===== src/svim_pkg.sv =====
// package: codes, offsets, defaults and types of the servo input function mapper
// How it works
// - control inputs 6 and 7 come from host image word +15, bits 5 and 6
// - host inputs 6 and 7 accept only code 0 and codes 14,17,19,20,29,32,57,58
// - fourteen functions sit at fixed, unchangeable bits of the host image
// - forced stop: host bit alone, or host bit OR open terminal contact
// - only inputs 1-5 are terminals; inputs 6-19 come from the host image
// - extended variant: codes 51-53 speed select, 43-47 override enable and weights
// - five always-on settings hold codes 0-76, default 0, adopted at power cycle
// - always-on function held from power-up: normally open on, except servo-on which follows its host bit; normally closed off
// - a function on a terminal and an always-on setting at once is accepted
// - deviation clear form: 0 edge, 1 level, default 0, adopted at power cycle
// - edge form clears deviation once per rising edge of deviation clear
// - each code from 1 to 76 selects exactly one function; code 0 selects none
// - power-cycle settings latch at power-up and are ignored until the next
package svim_pkg;
	localparam int NUM_FN   = 77;
	localparam int NUM_TERM = 5;
	localparam int NUM_SLOT = 19;
	localparam int NUM_AON  = 5;
	localparam int IMG_W    = 16;
	localparam int EXT_W    = 12;

	typedef logic [6:0] svim_code_t;
	typedef logic [NUM_FN-1:0] svim_fn_t;

	// function codes
	localparam svim_code_t CODE_NONE   = 7'h00;
	localparam svim_code_t FN_SERVO_ON = 7'h01;
	localparam svim_code_t FN_FWD      = 7'h02;
	localparam svim_code_t FN_POS_OT   = 7'h07;
	localparam svim_code_t FN_NEG_OT   = 7'h08;
	localparam svim_code_t FN_FSTOP    = 7'h0a;
	localparam svim_code_t FN_ACCEL_SELECT_BIT0     = 7'h0e;
	localparam svim_code_t FN_BRAKE_OH = 7'h22;
	localparam svim_code_t FN_OVR_EN   = 7'h2b;
	localparam svim_code_t FN_OVR_W1   = 7'h2c;
	localparam svim_code_t FN_INTR_IN  = 7'h31;
	localparam svim_code_t FN_DEVCLR   = 7'h32;
	localparam svim_code_t FN_SPD1     = 7'h33;
	localparam svim_code_t MAX_CODE    = 7'h4c;

	// host image: word offset in the image and the bits of control inputs 6 and 7
	localparam int IQ_WORD_OFS = 15;
	localparam int IQ_BIT_C6   = 5;
	localparam int IQ_BIT_C7   = 6;
	// fixed host image bits, bit 15 first; zero marks bits 5 and 6
	localparam logic [IMG_W-1:0][6:0] IQ_FIXED_CODE = {7'h4c, 7'h4b, 7'h36, 7'h32, 7'h30, 7'h26, 7'h25, 7'h10,
		7'h0b, 7'h00, 7'h00, 7'h0a, 7'h05, 7'h03, 7'h02, 7'h01};
	// normally closed functions
	localparam svim_fn_t NC_MASK = (77'h1 << FN_POS_OT) | (77'h1 << FN_NEG_OT) | (77'h1 << FN_FSTOP)
		| (77'h1 << FN_BRAKE_OH);

	// register byte offsets
	localparam logic [7:0] OFS_ASSIGN  = 8'h00;
	localparam logic [7:0] OFS_AON     = 8'h50;
	localparam logic [7:0] OFS_FORM    = 8'h64;
	localparam logic [7:0] OFS_IMG     = 8'h68;
	localparam logic [7:0] OFS_IMG_EXT = 8'h6c;
	localparam logic [7:0] OFS_STATUS  = 8'h70;
	localparam logic [7:0] OFS_LEVEL   = 8'h74;
	localparam int NUM_LVL_WORDS = 3;

	// status bit positions
	localparam int ST_SERVO  = 0;
	localparam int ST_FSTOP  = 1;
	localparam int ST_DEVCLR = 2;
	localparam int ST_FORM   = 3;
	localparam int ST_PEND   = 4;

	// reset values
	localparam svim_code_t ASSIGN1_DEF = 7'h31;
	localparam logic FORM_EDGE  = 1'b0;
	localparam logic FORM_LEVEL = 1'b1;

	typedef struct packed {
		logic [NUM_SLOT-1:0][6:0] slot_code;
		logic [NUM_AON-1:0][6:0]  aon_code;
		logic                     form_level;
	} svim_cfg_s;

	localparam svim_cfg_s CFG_DEF = '{slot_code: {{(NUM_SLOT-1){CODE_NONE}}, ASSIGN1_DEF},
		aon_code: '0, form_level: FORM_EDGE};

	// codes that host inputs 6 and 7 may carry
	function automatic logic host_code_ok(input svim_code_t c);
		case (c)
			7'h00, 7'h0e, 7'h11, 7'h13, 7'h14, 7'h1d, 7'h20, 7'h39, 7'h3a: host_code_ok = 1'b1;
			default: host_code_ok = 1'b0;
		endcase
	endfunction
endpackage


===== src/svim_code_dec.sv =====
// one-hot decoder from a function code to the function vector
module svim_code_dec (
	// code in
	input  wire logic [6:0]                 code_i,
	// one bit per function
	output logic      [svim_pkg::NUM_FN-1:0] hit_o
);
	// code 0 and codes past the last function select nothing
	always_comb begin
		hit_o = '0;
		if (code_i != svim_pkg::CODE_NONE && code_i <= svim_pkg::MAX_CODE) begin
			hit_o[code_i] = 1'b1;
		end
	end
endmodule


===== src/svim_devclr.sv =====
// deviation clear shaping: rising-edge pulse or level hold
module svim_devclr (
	// clock and reset
	input  wire logic clk_i,
	input  wire logic rst_i,
	// form and request
	input  wire logic level_form_i,
	input  wire logic req_i,
	// clear command
	output logic      clr_o
);
	logic req_reg;

	// previous request level for edge detection
	always_ff @(posedge clk_i) begin
		if (rst_i) begin
			req_reg <= 1'b0;
		end else begin
			req_reg <= req_i;
		end
	end

	// level form holds, edge form fires once per rise
	always_ff @(posedge clk_i) begin
		if (rst_i) begin
			clr_o <= 1'b0;
		end else if (level_form_i) begin
			clr_o <= req_i;
		end else begin
			clr_o <= req_i & ~req_reg;
		end
	end
endmodule


===== src/svim_top.sv =====
// servo input function mapper: apb registers, source combining and function outputs
module svim_top #(
	parameter bit EXT_EN = 1'b1
) (
	// clock and reset
	input  wire logic        CORE_CLK_I,
	input  wire logic        RST_I,
	// control power restore pulse: pending settings take effect
	input  wire logic        CTRL_PWR_CYCLE_I,
	// apb slave
	input  wire logic        PSEL_I,
	input  wire logic        PENABLE_I,
	input  wire logic        PWRITE_I,
	input  wire logic [7:0]  PADDR_I,
	input  wire logic [31:0] PWDATA_I,
	output logic      [31:0] PRDATA_O,
	output logic             PREADY_O,
	output logic             PSLVERR_O,
	// control input terminals 1 to 5, high = contact closed
	input  wire logic [4:0]  TERM_IN_I,
	// function results
	output logic             SERVO_ON_O,
	output logic             FORCED_STOP_O,
	output logic             DEV_CLEAR_O,
	output logic      [2:0]  SPEED_SEL_O,
	output logic             OVERRIDE_EN_O,
	output logic      [3:0]  OVERRIDE_WEIGHT_O,
	output logic      [76:0] FUNC_LEVEL_O
);
	localparam int NS = svim_pkg::NUM_SLOT;
	localparam int NA = svim_pkg::NUM_AON;
	localparam int NT = svim_pkg::NUM_TERM;

	svim_pkg::svim_cfg_s pend_reg;
	svim_pkg::svim_cfg_s act_reg;
	logic [svim_pkg::IMG_W-1:0] img_reg;
	logic [svim_pkg::EXT_W-1:0] img_ext_reg;
	logic [NS-1:0]              slot_lvl;
	svim_pkg::svim_fn_t         slot_hit [NS];
	svim_pkg::svim_fn_t         aon_hit [NA];
	svim_pkg::svim_fn_t         term_on;
	svim_pkg::svim_fn_t         term_off;
	svim_pkg::svim_fn_t         host_on;
	svim_pkg::svim_fn_t         term_asg;
	svim_pkg::svim_fn_t         fn_next;
	logic                       servo_next;
	logic                       fstop_next;
	logic                       acc_phase;
	logic                       wr_en;
	logic                       mapped;
	logic                       bad_wr;
	logic [31:0]                rd_next;

	// byte address of word i above a base
	function automatic logic [7:0] word_addr(input logic [7:0] base, input int i);
		word_addr = base + 8'(i * 4);
	endfunction

	// address falls inside a block of n words
	function automatic logic in_block(input logic [7:0] a, input logic [7:0] base, input int n);
		in_block = (a >= base) && (a < word_addr(base, n)) && (a[1:0] == 2'b00);
	endfunction

	// zero-wait slave: every access ends in its first access cycle
	assign PREADY_O  = 1'b1;
	assign acc_phase = PSEL_I & PENABLE_I;
	assign wr_en     = acc_phase & PWRITE_I & ~bad_wr;

	// address decode and write checking
	always_comb begin
		mapped = in_block(PADDR_I, svim_pkg::OFS_ASSIGN, NS) || in_block(PADDR_I, svim_pkg::OFS_AON, NA)
			|| PADDR_I == svim_pkg::OFS_FORM || PADDR_I == svim_pkg::OFS_IMG
			|| PADDR_I == svim_pkg::OFS_IMG_EXT || PADDR_I == svim_pkg::OFS_STATUS
			|| in_block(PADDR_I, svim_pkg::OFS_LEVEL, svim_pkg::NUM_LVL_WORDS);
		bad_wr = ~mapped;
		if (PWRITE_I) begin
			// status and level words are read only
			if (PADDR_I == svim_pkg::OFS_STATUS
				|| in_block(PADDR_I, svim_pkg::OFS_LEVEL, svim_pkg::NUM_LVL_WORDS)) begin
				bad_wr = 1'b1;
			end
			// codes past the last function are refused
			if ((in_block(PADDR_I, svim_pkg::OFS_ASSIGN, NS) || in_block(PADDR_I, svim_pkg::OFS_AON, NA))
				&& PWDATA_I[6:0] > svim_pkg::MAX_CODE) begin
				bad_wr = 1'b1;
			end
			// host inputs 6 and 7 take only the selectable codes
			if ((PADDR_I == word_addr(svim_pkg::OFS_ASSIGN, svim_pkg::IQ_BIT_C6)
				|| PADDR_I == word_addr(svim_pkg::OFS_ASSIGN, svim_pkg::IQ_BIT_C7))
				&& !svim_pkg::host_code_ok(PWDATA_I[6:0])) begin
				bad_wr = 1'b1;
			end
		end
	end

	// errors are flagged in the access cycle only
	assign PSLVERR_O = acc_phase & bad_wr;

	// pending settings: software writes here, the block does not use them yet
	always_ff @(posedge CORE_CLK_I) begin
		if (RST_I) begin
			pend_reg <= svim_pkg::CFG_DEF;
		end else if (wr_en) begin
			for (int s = 0; s < NS; s++) begin
				if (PADDR_I == word_addr(svim_pkg::OFS_ASSIGN, s)) begin
					pend_reg.slot_code[s] <= PWDATA_I[6:0];
				end
			end
			for (int a = 0; a < NA; a++) begin
				if (PADDR_I == word_addr(svim_pkg::OFS_AON, a)) begin
					pend_reg.aon_code[a] <= PWDATA_I[6:0];
				end
			end
			if (PADDR_I == svim_pkg::OFS_FORM) begin
				pend_reg.form_level <= PWDATA_I[0];
			end
		end
	end

	// active settings change only at power-up or a control power restore
	always_ff @(posedge CORE_CLK_I) begin
		if (RST_I) begin
			act_reg <= svim_pkg::CFG_DEF;
		end else if (CTRL_PWR_CYCLE_I) begin
			act_reg <= pend_reg;
		end
	end

	// host input image, live as soon as written
	always_ff @(posedge CORE_CLK_I) begin
		if (RST_I) begin
			img_reg     <= '0;
			img_ext_reg <= '0;
		end else if (wr_en && PADDR_I == svim_pkg::OFS_IMG) begin
			img_reg <= PWDATA_I[svim_pkg::IMG_W-1:0];
		end else if (wr_en && PADDR_I == svim_pkg::OFS_IMG_EXT) begin
			img_ext_reg <= PWDATA_I[svim_pkg::EXT_W-1:0];
		end
	end

	// signal source of each control input and its decoder
	generate
		for (genvar s = 0; s < NS; s++) begin : g_slot
			if (s < NT) begin : g_term
				assign slot_lvl[s] = TERM_IN_I[s];
			end else if (s == svim_pkg::IQ_BIT_C6) begin : g_c6
				assign slot_lvl[s] = img_reg[svim_pkg::IQ_BIT_C6];
			end else if (s == svim_pkg::IQ_BIT_C7) begin : g_c7
				assign slot_lvl[s] = img_reg[svim_pkg::IQ_BIT_C7];
			end else begin : g_ext
				// inputs 8 to 19 exist only in the extended variant
				assign slot_lvl[s] = EXT_EN & img_ext_reg[s - svim_pkg::IQ_BIT_C7 - 1];
			end
			svim_code_dec u_dec (
				.code_i (act_reg.slot_code[s]),
				.hit_o  (slot_hit[s])
			);
		end
		for (genvar a = 0; a < NA; a++) begin : g_aon
			svim_code_dec u_dec (
				.code_i (act_reg.aon_code[a]),
				.hit_o  (aon_hit[a])
			);
		end
	endgenerate

	// gather sources; duplicates on terminals and always-on simply merge
	always_comb begin
		term_on  = '0;
		term_off = '0;
		host_on  = '0;
		for (int s = 0; s < NS; s++) begin
			if (s < NT) begin
				term_on  = term_on | (slot_hit[s] & {svim_pkg::NUM_FN{slot_lvl[s]}});
				term_off = term_off | (slot_hit[s] & {svim_pkg::NUM_FN{~slot_lvl[s]}});
			end else begin
				host_on = host_on | (slot_hit[s] & {svim_pkg::NUM_FN{slot_lvl[s]}});
			end
		end
		for (int a = 0; a < NA; a++) begin
			term_on  = term_on | (aon_hit[a] & ~svim_pkg::NC_MASK);
			term_off = term_off | (aon_hit[a] & svim_pkg::NC_MASK);
		end
		for (int b = 0; b < svim_pkg::IMG_W; b++) begin
			if (svim_pkg::IQ_FIXED_CODE[b] != svim_pkg::CODE_NONE) begin
				host_on[svim_pkg::IQ_FIXED_CODE[b]] = host_on[svim_pkg::IQ_FIXED_CODE[b]] | img_reg[b];
			end
		end
	end

	assign term_asg = term_on | term_off;

	// servo-on and forced stop combine host and terminal in their own ways
	always_comb begin
		if (term_asg[svim_pkg::FN_SERVO_ON]) begin
			servo_next = host_on[svim_pkg::FN_SERVO_ON] & term_on[svim_pkg::FN_SERVO_ON]
				& ~term_off[svim_pkg::FN_SERVO_ON];
		end else begin
			servo_next = host_on[svim_pkg::FN_SERVO_ON];
		end
		fstop_next = host_on[svim_pkg::FN_FSTOP] | term_off[svim_pkg::FN_FSTOP];
	end

	// contact level per function: normally open ors sources except servo-on, normally closed opens on any terminal or always-on source
	always_comb begin
		fn_next = ((term_on | host_on) & ~svim_pkg::NC_MASK) | (~term_off & svim_pkg::NC_MASK);
		fn_next[svim_pkg::FN_SERVO_ON] = servo_next;
		fn_next[svim_pkg::FN_FSTOP]    = ~fstop_next;
		fn_next[svim_pkg::CODE_NONE]   = 1'b0;
	end

	// registered function results
	always_ff @(posedge CORE_CLK_I) begin
		if (RST_I) begin
			FUNC_LEVEL_O  <= '0;
			SERVO_ON_O    <= 1'b0;
			FORCED_STOP_O <= 1'b0;
		end else begin
			FUNC_LEVEL_O  <= fn_next;
			SERVO_ON_O    <= servo_next;
			FORCED_STOP_O <= fstop_next;
		end
	end

	// multi-step speed and override bits; zero outside the extended variant
	always_ff @(posedge CORE_CLK_I) begin
		if (RST_I) begin
			SPEED_SEL_O       <= '0;
			OVERRIDE_EN_O     <= 1'b0;
			OVERRIDE_WEIGHT_O <= '0;
		end else begin
			SPEED_SEL_O       <= EXT_EN ? fn_next[svim_pkg::FN_SPD1 +: 3] : 3'h0;
			OVERRIDE_EN_O     <= EXT_EN & fn_next[svim_pkg::FN_OVR_EN];
			OVERRIDE_WEIGHT_O <= EXT_EN ? fn_next[svim_pkg::FN_OVR_W1 +: 4] : 4'h0;
		end
	end

	// deviation clear shaping by the adopted form
	svim_devclr u_devclr (
		.clk_i        (CORE_CLK_I),
		.rst_i        (RST_I),
		.level_form_i (act_reg.form_level),
		.req_i        (fn_next[svim_pkg::FN_DEVCLR]),
		.clr_o        (DEV_CLEAR_O)
	);

	// read mux; reads show the pending settings, status shows what is in force
	always_comb begin
		rd_next = '0;
		for (int s = 0; s < NS; s++) begin
			if (PADDR_I == word_addr(svim_pkg::OFS_ASSIGN, s)) begin
				rd_next[6:0] = pend_reg.slot_code[s];
			end
		end
		for (int a = 0; a < NA; a++) begin
			if (PADDR_I == word_addr(svim_pkg::OFS_AON, a)) begin
				rd_next[6:0] = pend_reg.aon_code[a];
			end
		end
		for (int w = 0; w < svim_pkg::NUM_LVL_WORDS; w++) begin
			if (PADDR_I == word_addr(svim_pkg::OFS_LEVEL, w)) begin
				rd_next = 32'({3'h0, FUNC_LEVEL_O} >> (w * 32));
			end
		end
		if (PADDR_I == svim_pkg::OFS_FORM) begin
			rd_next[0] = pend_reg.form_level;
		end
		if (PADDR_I == svim_pkg::OFS_IMG) begin
			rd_next[svim_pkg::IMG_W-1:0] = img_reg;
		end
		if (PADDR_I == svim_pkg::OFS_IMG_EXT) begin
			rd_next[svim_pkg::EXT_W-1:0] = img_ext_reg;
		end
		if (PADDR_I == svim_pkg::OFS_STATUS) begin
			rd_next[svim_pkg::ST_SERVO]  = SERVO_ON_O;
			rd_next[svim_pkg::ST_FSTOP]  = FORCED_STOP_O;
			rd_next[svim_pkg::ST_DEVCLR] = DEV_CLEAR_O;
			rd_next[svim_pkg::ST_FORM]   = act_reg.form_level;
			rd_next[svim_pkg::ST_PEND]   = pend_reg != act_reg; // waiting for a power cycle
		end
	end

	// read data captured in the setup cycle so it stands through the access cycle
	always_ff @(posedge CORE_CLK_I) begin
		if (RST_I) begin
			PRDATA_O <= '0;
		end else if (PSEL_I && !PENABLE_I) begin
			PRDATA_O <= rd_next;
		end
	end
endmodule


===== config.mk =====
export PLATFORM = sky130hd
export DESIGN_NAME = svim_top
export DESIGN_NICKNAME = d
export VERILOG_FILES = /design/src/svim_pkg.sv /design/src/svim_code_dec.sv /design/src/svim_devclr.sv /design/src/svim_top.sv
export SDC_FILE = /design/constraint.sdc
export NUM_CORES = 2
export LEC_CHECK = 0
export BUFFER_PORTS_ARGS = -buffer_cell sky130_fd_sc_hd__buf_2
export CORE_ASPECT_RATIO = 1.5
export CORE_MARGIN = 10
export CORE_UTILIZATION = 40
export DETAILED_ROUTE_END_ITERATION = 10
export GPL_TIMING_DRIVEN = 0
export HOLD_SLACK_MARGIN = 0.1
export MAX_ROUTING_LAYER = met4
export SYNTH_ARGS = -nofsm -noshare
export SYNTH_HDL_FRONTEND = slang
export SYNTH_SLANG_ARGS = --single-unit

===== constraint.sdc =====
create_clock -name CORE_CLK_I -period 2.2 [get_ports CORE_CLK_I]
set_input_delay 0.22 -clock CORE_CLK_I [delete_from_list [all_inputs] [get_ports CORE_CLK_I]]
set_output_delay 0.22 -clock CORE_CLK_I [all_outputs]
set_load 0.05 [all_outputs]

==> impl_metrics.json, run 1 <==
{
  "toolErrorMsg": "[ERROR GRT-0116] Global routing finished with congestion. Check the congestion regions in the DRC Viewer.",
  "syn_area_sq_um": 36200,
  "yosysWarningCount": 0,
  "lastStage": "global routing",
  "netlist_instances": 4767,
  "status": "aborted with a tool error",
  "numCtsBuffers": 49,
  "ys_types": 93,
  "synth_top_cell_by_area": "dfxtp_1",
  "ctsRootBufferMaster": "clkbuf_16",
  "die_w_um": 266,
  "pre_cts_ws_ps": -2710,
  "portBuffers": 150,
  "placed_area_sq_um": 38800,
  "syn_area_per_cell_sq_um": 7.60,
  "syn_nets": 4818,
  "first_global_vias": 61300,
  "grt_usage_pct": 83.5,
  "gp_congestion": 1.39,
  "ys_seq_area_share_pct": 26.3,
  "ys_async_sr_fraction_pct": 0,
  "synth_area_leaders": "dfxtp_1 26%, mux2i_1 10%, o22ai_1 7.5%, nor2_1 7.4%, nand2_1 3.3%",
  "io_pins": 173,
  "synth_top_area_share_pct": 26.3,
  "clock_path_buffers": 3,
  "grt_max_degree": 16,
  "synth_edf_count": 0,
  "htreeDepth": 2,
  "placedCellCount": 6096,
  "fp.dieH_um": 388,
  "rows": 135,
  "grt_overflow": 2443,
  "synth-main-ff-cell": "dfxtp_1",
  "synth_seq_cells": 476,
  "grt_pass1_wl_um": 620000,
  "numClockSinks": 476,
  "post-dp-hpwl_um": 262000,
  "initial_core_util_pct": 40.2
}
-- layer usage --
layer / global-route usage, % / overflow
met1: 82.1 / 24
met2: 97.7 / 1739
met3: 68.4 / 92
met4: 80.7 / 588
met5: - / -
-- per-stage QoR --
step	utilization [%]	hold WS, ps
2_1_floorplan	-	367
3_3_place_gp	42.7	456
3_5_place_dp	43.1	463
4_1_cts	56.9	121
-- repair_timing --
item                                     CTS
pin swaps                                300
buffers inserted                         425
hold endpoints to repair                  14
hold buffers                               9
resized for setup                       1714
endpoints found under the setup margin   371
cloned                                     2
-- Yosys cell counts, drive strengths merged (93+ instances only) --
cell type and number:
nor2 712, dfxtp 476, o22ai 436, mux2i 376, nand2 321, clkbuf 316
nand3 148, nor3 131, nor4 128, a21oi 121, o21ai 102, o221ai 98
nand4 94, buf 93
-- cell families after synthesis --
logic type / after synthesis / synth area share, %
flops: 476 / 26.3
buf+inv: 454 / 5.16
xor+xnor: 162 / 3.92
compound gates: 1234 / 23.9
other cells: 2 / 0.0207
simple gates: 2054 / 29.8
mux: 385 / 10.9
==> inputs of run 2 (changes only) <==
Settings changed: CORE_ASPECT_RATIO 1.5 to not set, CORE_UTILIZATION 40 to 25, HOLD_SLACK_MARGIN 0.1 to not set, MAX_ROUTING_LAYER met4 to not set, PLACE_DENSITY_LB_ADDON set to 0.15.
Clock period 2.2 ns to 2.9 ns, I/O delays scaled along.
==> run 2 against run 1 <==
Effect of this change:
- synthesized cell count did not move
- the flow now finishes, with violations (max-capacitance violations, max-slew violations, negative setup slack)
- synthesized area did not move
==> impl_metrics.json, run 2 <==
{
  "grt_usage_pct": 48.6,
  "synth-adder-area-share_pct": 0,
  "synth-compound-area-share_pct": 23.9,
  "p_leak_uw": 0.0170,
  "antenna_found_initial": 39,
  "nFillCells": 15400,
  "end_kind": "flop",
  "ys_async_sr_fraction_pct": 0,
  "rsz0062_at_grt": "yes",
  "synth_top_area_share_pct": 26.3,
  "ys_types": 93,
  "synth_top_cell_by_area": "dfxtp_1",
  "clk-insertion-delay-late_ps": 730,
  "drtIter0Drc": 8041,
  "initial_core_util_pct": 25.2,
  "layout_common_cells": "671 x nor2_1, 419 x o22ai_1, 396 x dfxtp_1",
  "final_cells": 7206,
  "syn_nets": 4818,
  "wl_per_cell_um": 57.3,
  "dieArea_sq_um": 160000,
  "cp.arrival_ps": 3860,
  "max_freq_mhz": 301,
  "ctsRootBufferMaster": "clkbuf_16",
  "synth_edf_count": 0,
  "power.density_nw_per_um2": 315,
  "synth-xor-area-share_pct": 3.92,
  "grt_pass1_wl_um": 516000,
  "fin_crit_ps": 3320,
  "drv_slew": 33,
  "synth_area_leaders": "dfxtp_1 26%, mux2i_1 10%, o22ai_1 7.5%, nor2_1 7.4%, nand2_1 3.3%",
  "violations": "max-capacitance violations, max-slew violations, negative setup slack",
  "layout_commonest_cell": "nor2_1",
  "crit_fanout": 5,
  "clock_path_buffers": 3,
  "rows": 139,
  "die_w_um": 401,
  "regArea_sq_um": 9690,
  "drt.antenna.violating_nets": 0,
  "fin_area_sq_um": 49300,
  "multi_input_area_sq_um": 28900,
  "setup_ws_ps": -421,
  "gp_congestion": 1.10,
  "grt_overflow": 0,
  "synth-main-ff-cell": "dfxtp_1",
  "hold_viol": 0,
  "synth_common_cells": "710 x nor2_1, 476 x dfxtp_1, 436 x o22ai_1",
  "tns_ps": -7650,
  "worst_hold_path_type": "in -> reg",
  "ys_seq_area_share_pct": 26.3,
  "vias_per_cell": 7.04,
  "wl_um": 413000,
  "slew_headroom_pct": -7.27,
  "cp-start-kind": "flop",
  "portBuffers": 150,
  "synth_most_common_cell": "nor2_1",
  "num-nets-final": 5274,
  "synth_seq_cells": 476,
  "fp.dieH_um": 401,
  "grt_max_degree": 18,
  "fin_util_pct": 34.3,
  "htreeDepth": 2,
  "syn_area_per_cell_sq_um": 7.60,
  "core_sq_um": 144000,
  "vdd_ir_drop_max_v": 0.000471,
  "placed_area_sq_um": 40100,
  "via_count": 50800,
  "placedCellCount": 6866,
  "clkTransAtPathRegs_ps": 70,
  "netlist_instances": 4767,
  "finalSetupViolCount": 69,
  "area_growth_pct": 36.2,
  "post-dp-hpwl_um": 328000,
  "crit_type": "reg -> reg",
  "synth_top_family_by_area": "simple AND/OR/NAND/NOR gates",
  "synthMuxAreaShare_pct": 10.9,
  "numClockSinks": 476,
  "maxCapViolations": 4,
  "required_ps": 3440,
  "fin_skew_ps": 42.6,
  "post-route-period-util_pct": 115,
  "drive_gt1_share_pct": 29.0,
  "first_global_vias": 46600,
  "cts_tree": "yes",
  "numCtsBuffers": 57,
  "yosysWarningCount": 0,
  "dr.pass1.iters": 8,
  "status": "finished with violations",
  "worst_pin_slew_ps": 1610,
  "drc": 0,
  "synth_simple_gate_area_share_pct": 29.8,
  "syn_area_sq_um": 36200,
  "io_pins": 173
}
-- run 2: cell counts after synthesis --
Identical to the previous run, type by type.
-- run 2: kinds of logic (layout without fill, tap and decap cells) --
| family | Yosys count | in the layout |
|---|---|---|
| simple gates | 2054 | 2054 |
| compound gates | 1234 | 1234 |
| flops | 476 | 476 |
| buf+inv | 454 | 956 |
| mux | 385 | 385 |
| xor+xnor | 162 | 162 |
| other cells | 2 | 36 |
-- run 2: worst paths after layout --
kind	start	to	slack (ps)	depth (start not counted)
worst max-delay path	act_reg[7]	FUNC_LEVEL_O[9]	-420	6
worst min register to register	PRDATA_O[1]	PRDATA_O[1]	490	2
worst min-delay path	PWDATA_I[2]	pend_reg[31]	140	4
worst max register to register	act_reg[7]	FUNC_LEVEL_O[9]	-420	6
-- run 2: power by group --
group | leakage, uW | switching [uW] | internal, uW
Sequential | 0.00389 | 15.0 | 6540
Clock | 0.000961 | 3420 | 4410
Combinational | 0.0121 | 879 | 250
Total | 0.0170 | 4310 | 11200
-- run 2: area by class of cell --
cell class                 count  share of cell area (%)
buffer                       317                    4.19
antenna                       34                   0.172
clock buffer                  84                    3.42
clock inverter                21                   0.591
sequential                   476                    19.6
tap                         1903                    4.83
multi-input combinational   3837                    58.7
timing repair buffer         489                    8.07
inverter                      45                   0.381
-- run 2: critical path, cell delays in order, from the launching register on --
cell and delay, ps:
dfxtp_2 500, nor4b_4 130, a22oi_1 220, nand4_1 810
or4_4 770, nor4_4 540, a31oi_1 160
-- run 2: metal layers --
metal | part of all wire, % | up-vias | track usage, %
met5 | 0.053 | - | 0.178
met3 | 12 | 1519 | 18.9
met4 | 13 | 18 | 48.2
li1 | - | 19300 | -
met2 | 39 | 4539 | 68.6
met1 | 36 | 25400 | 54.5
-- run 2: timing repair --
action	CTS	global route
hold endpoints to repair	13	0
setup buffers	217	70
setup endpoints to repair	87	100
cloned	0	0
pin swaps	127	68
resized for setup	887	348
hold buffers	9	0
-- run 2: metrics by stage --
step                worst slack [ps]  hold WS [ps]  power (uW)
floorplan                        144           437        7290
global placement               -3730           480        7770
detailed placement             -2630           469        7770
CTS                             -197           135       15500
global route                    -250           192       15700
finish                          -421           145       15500
Power figures use the tool's default switching activity.
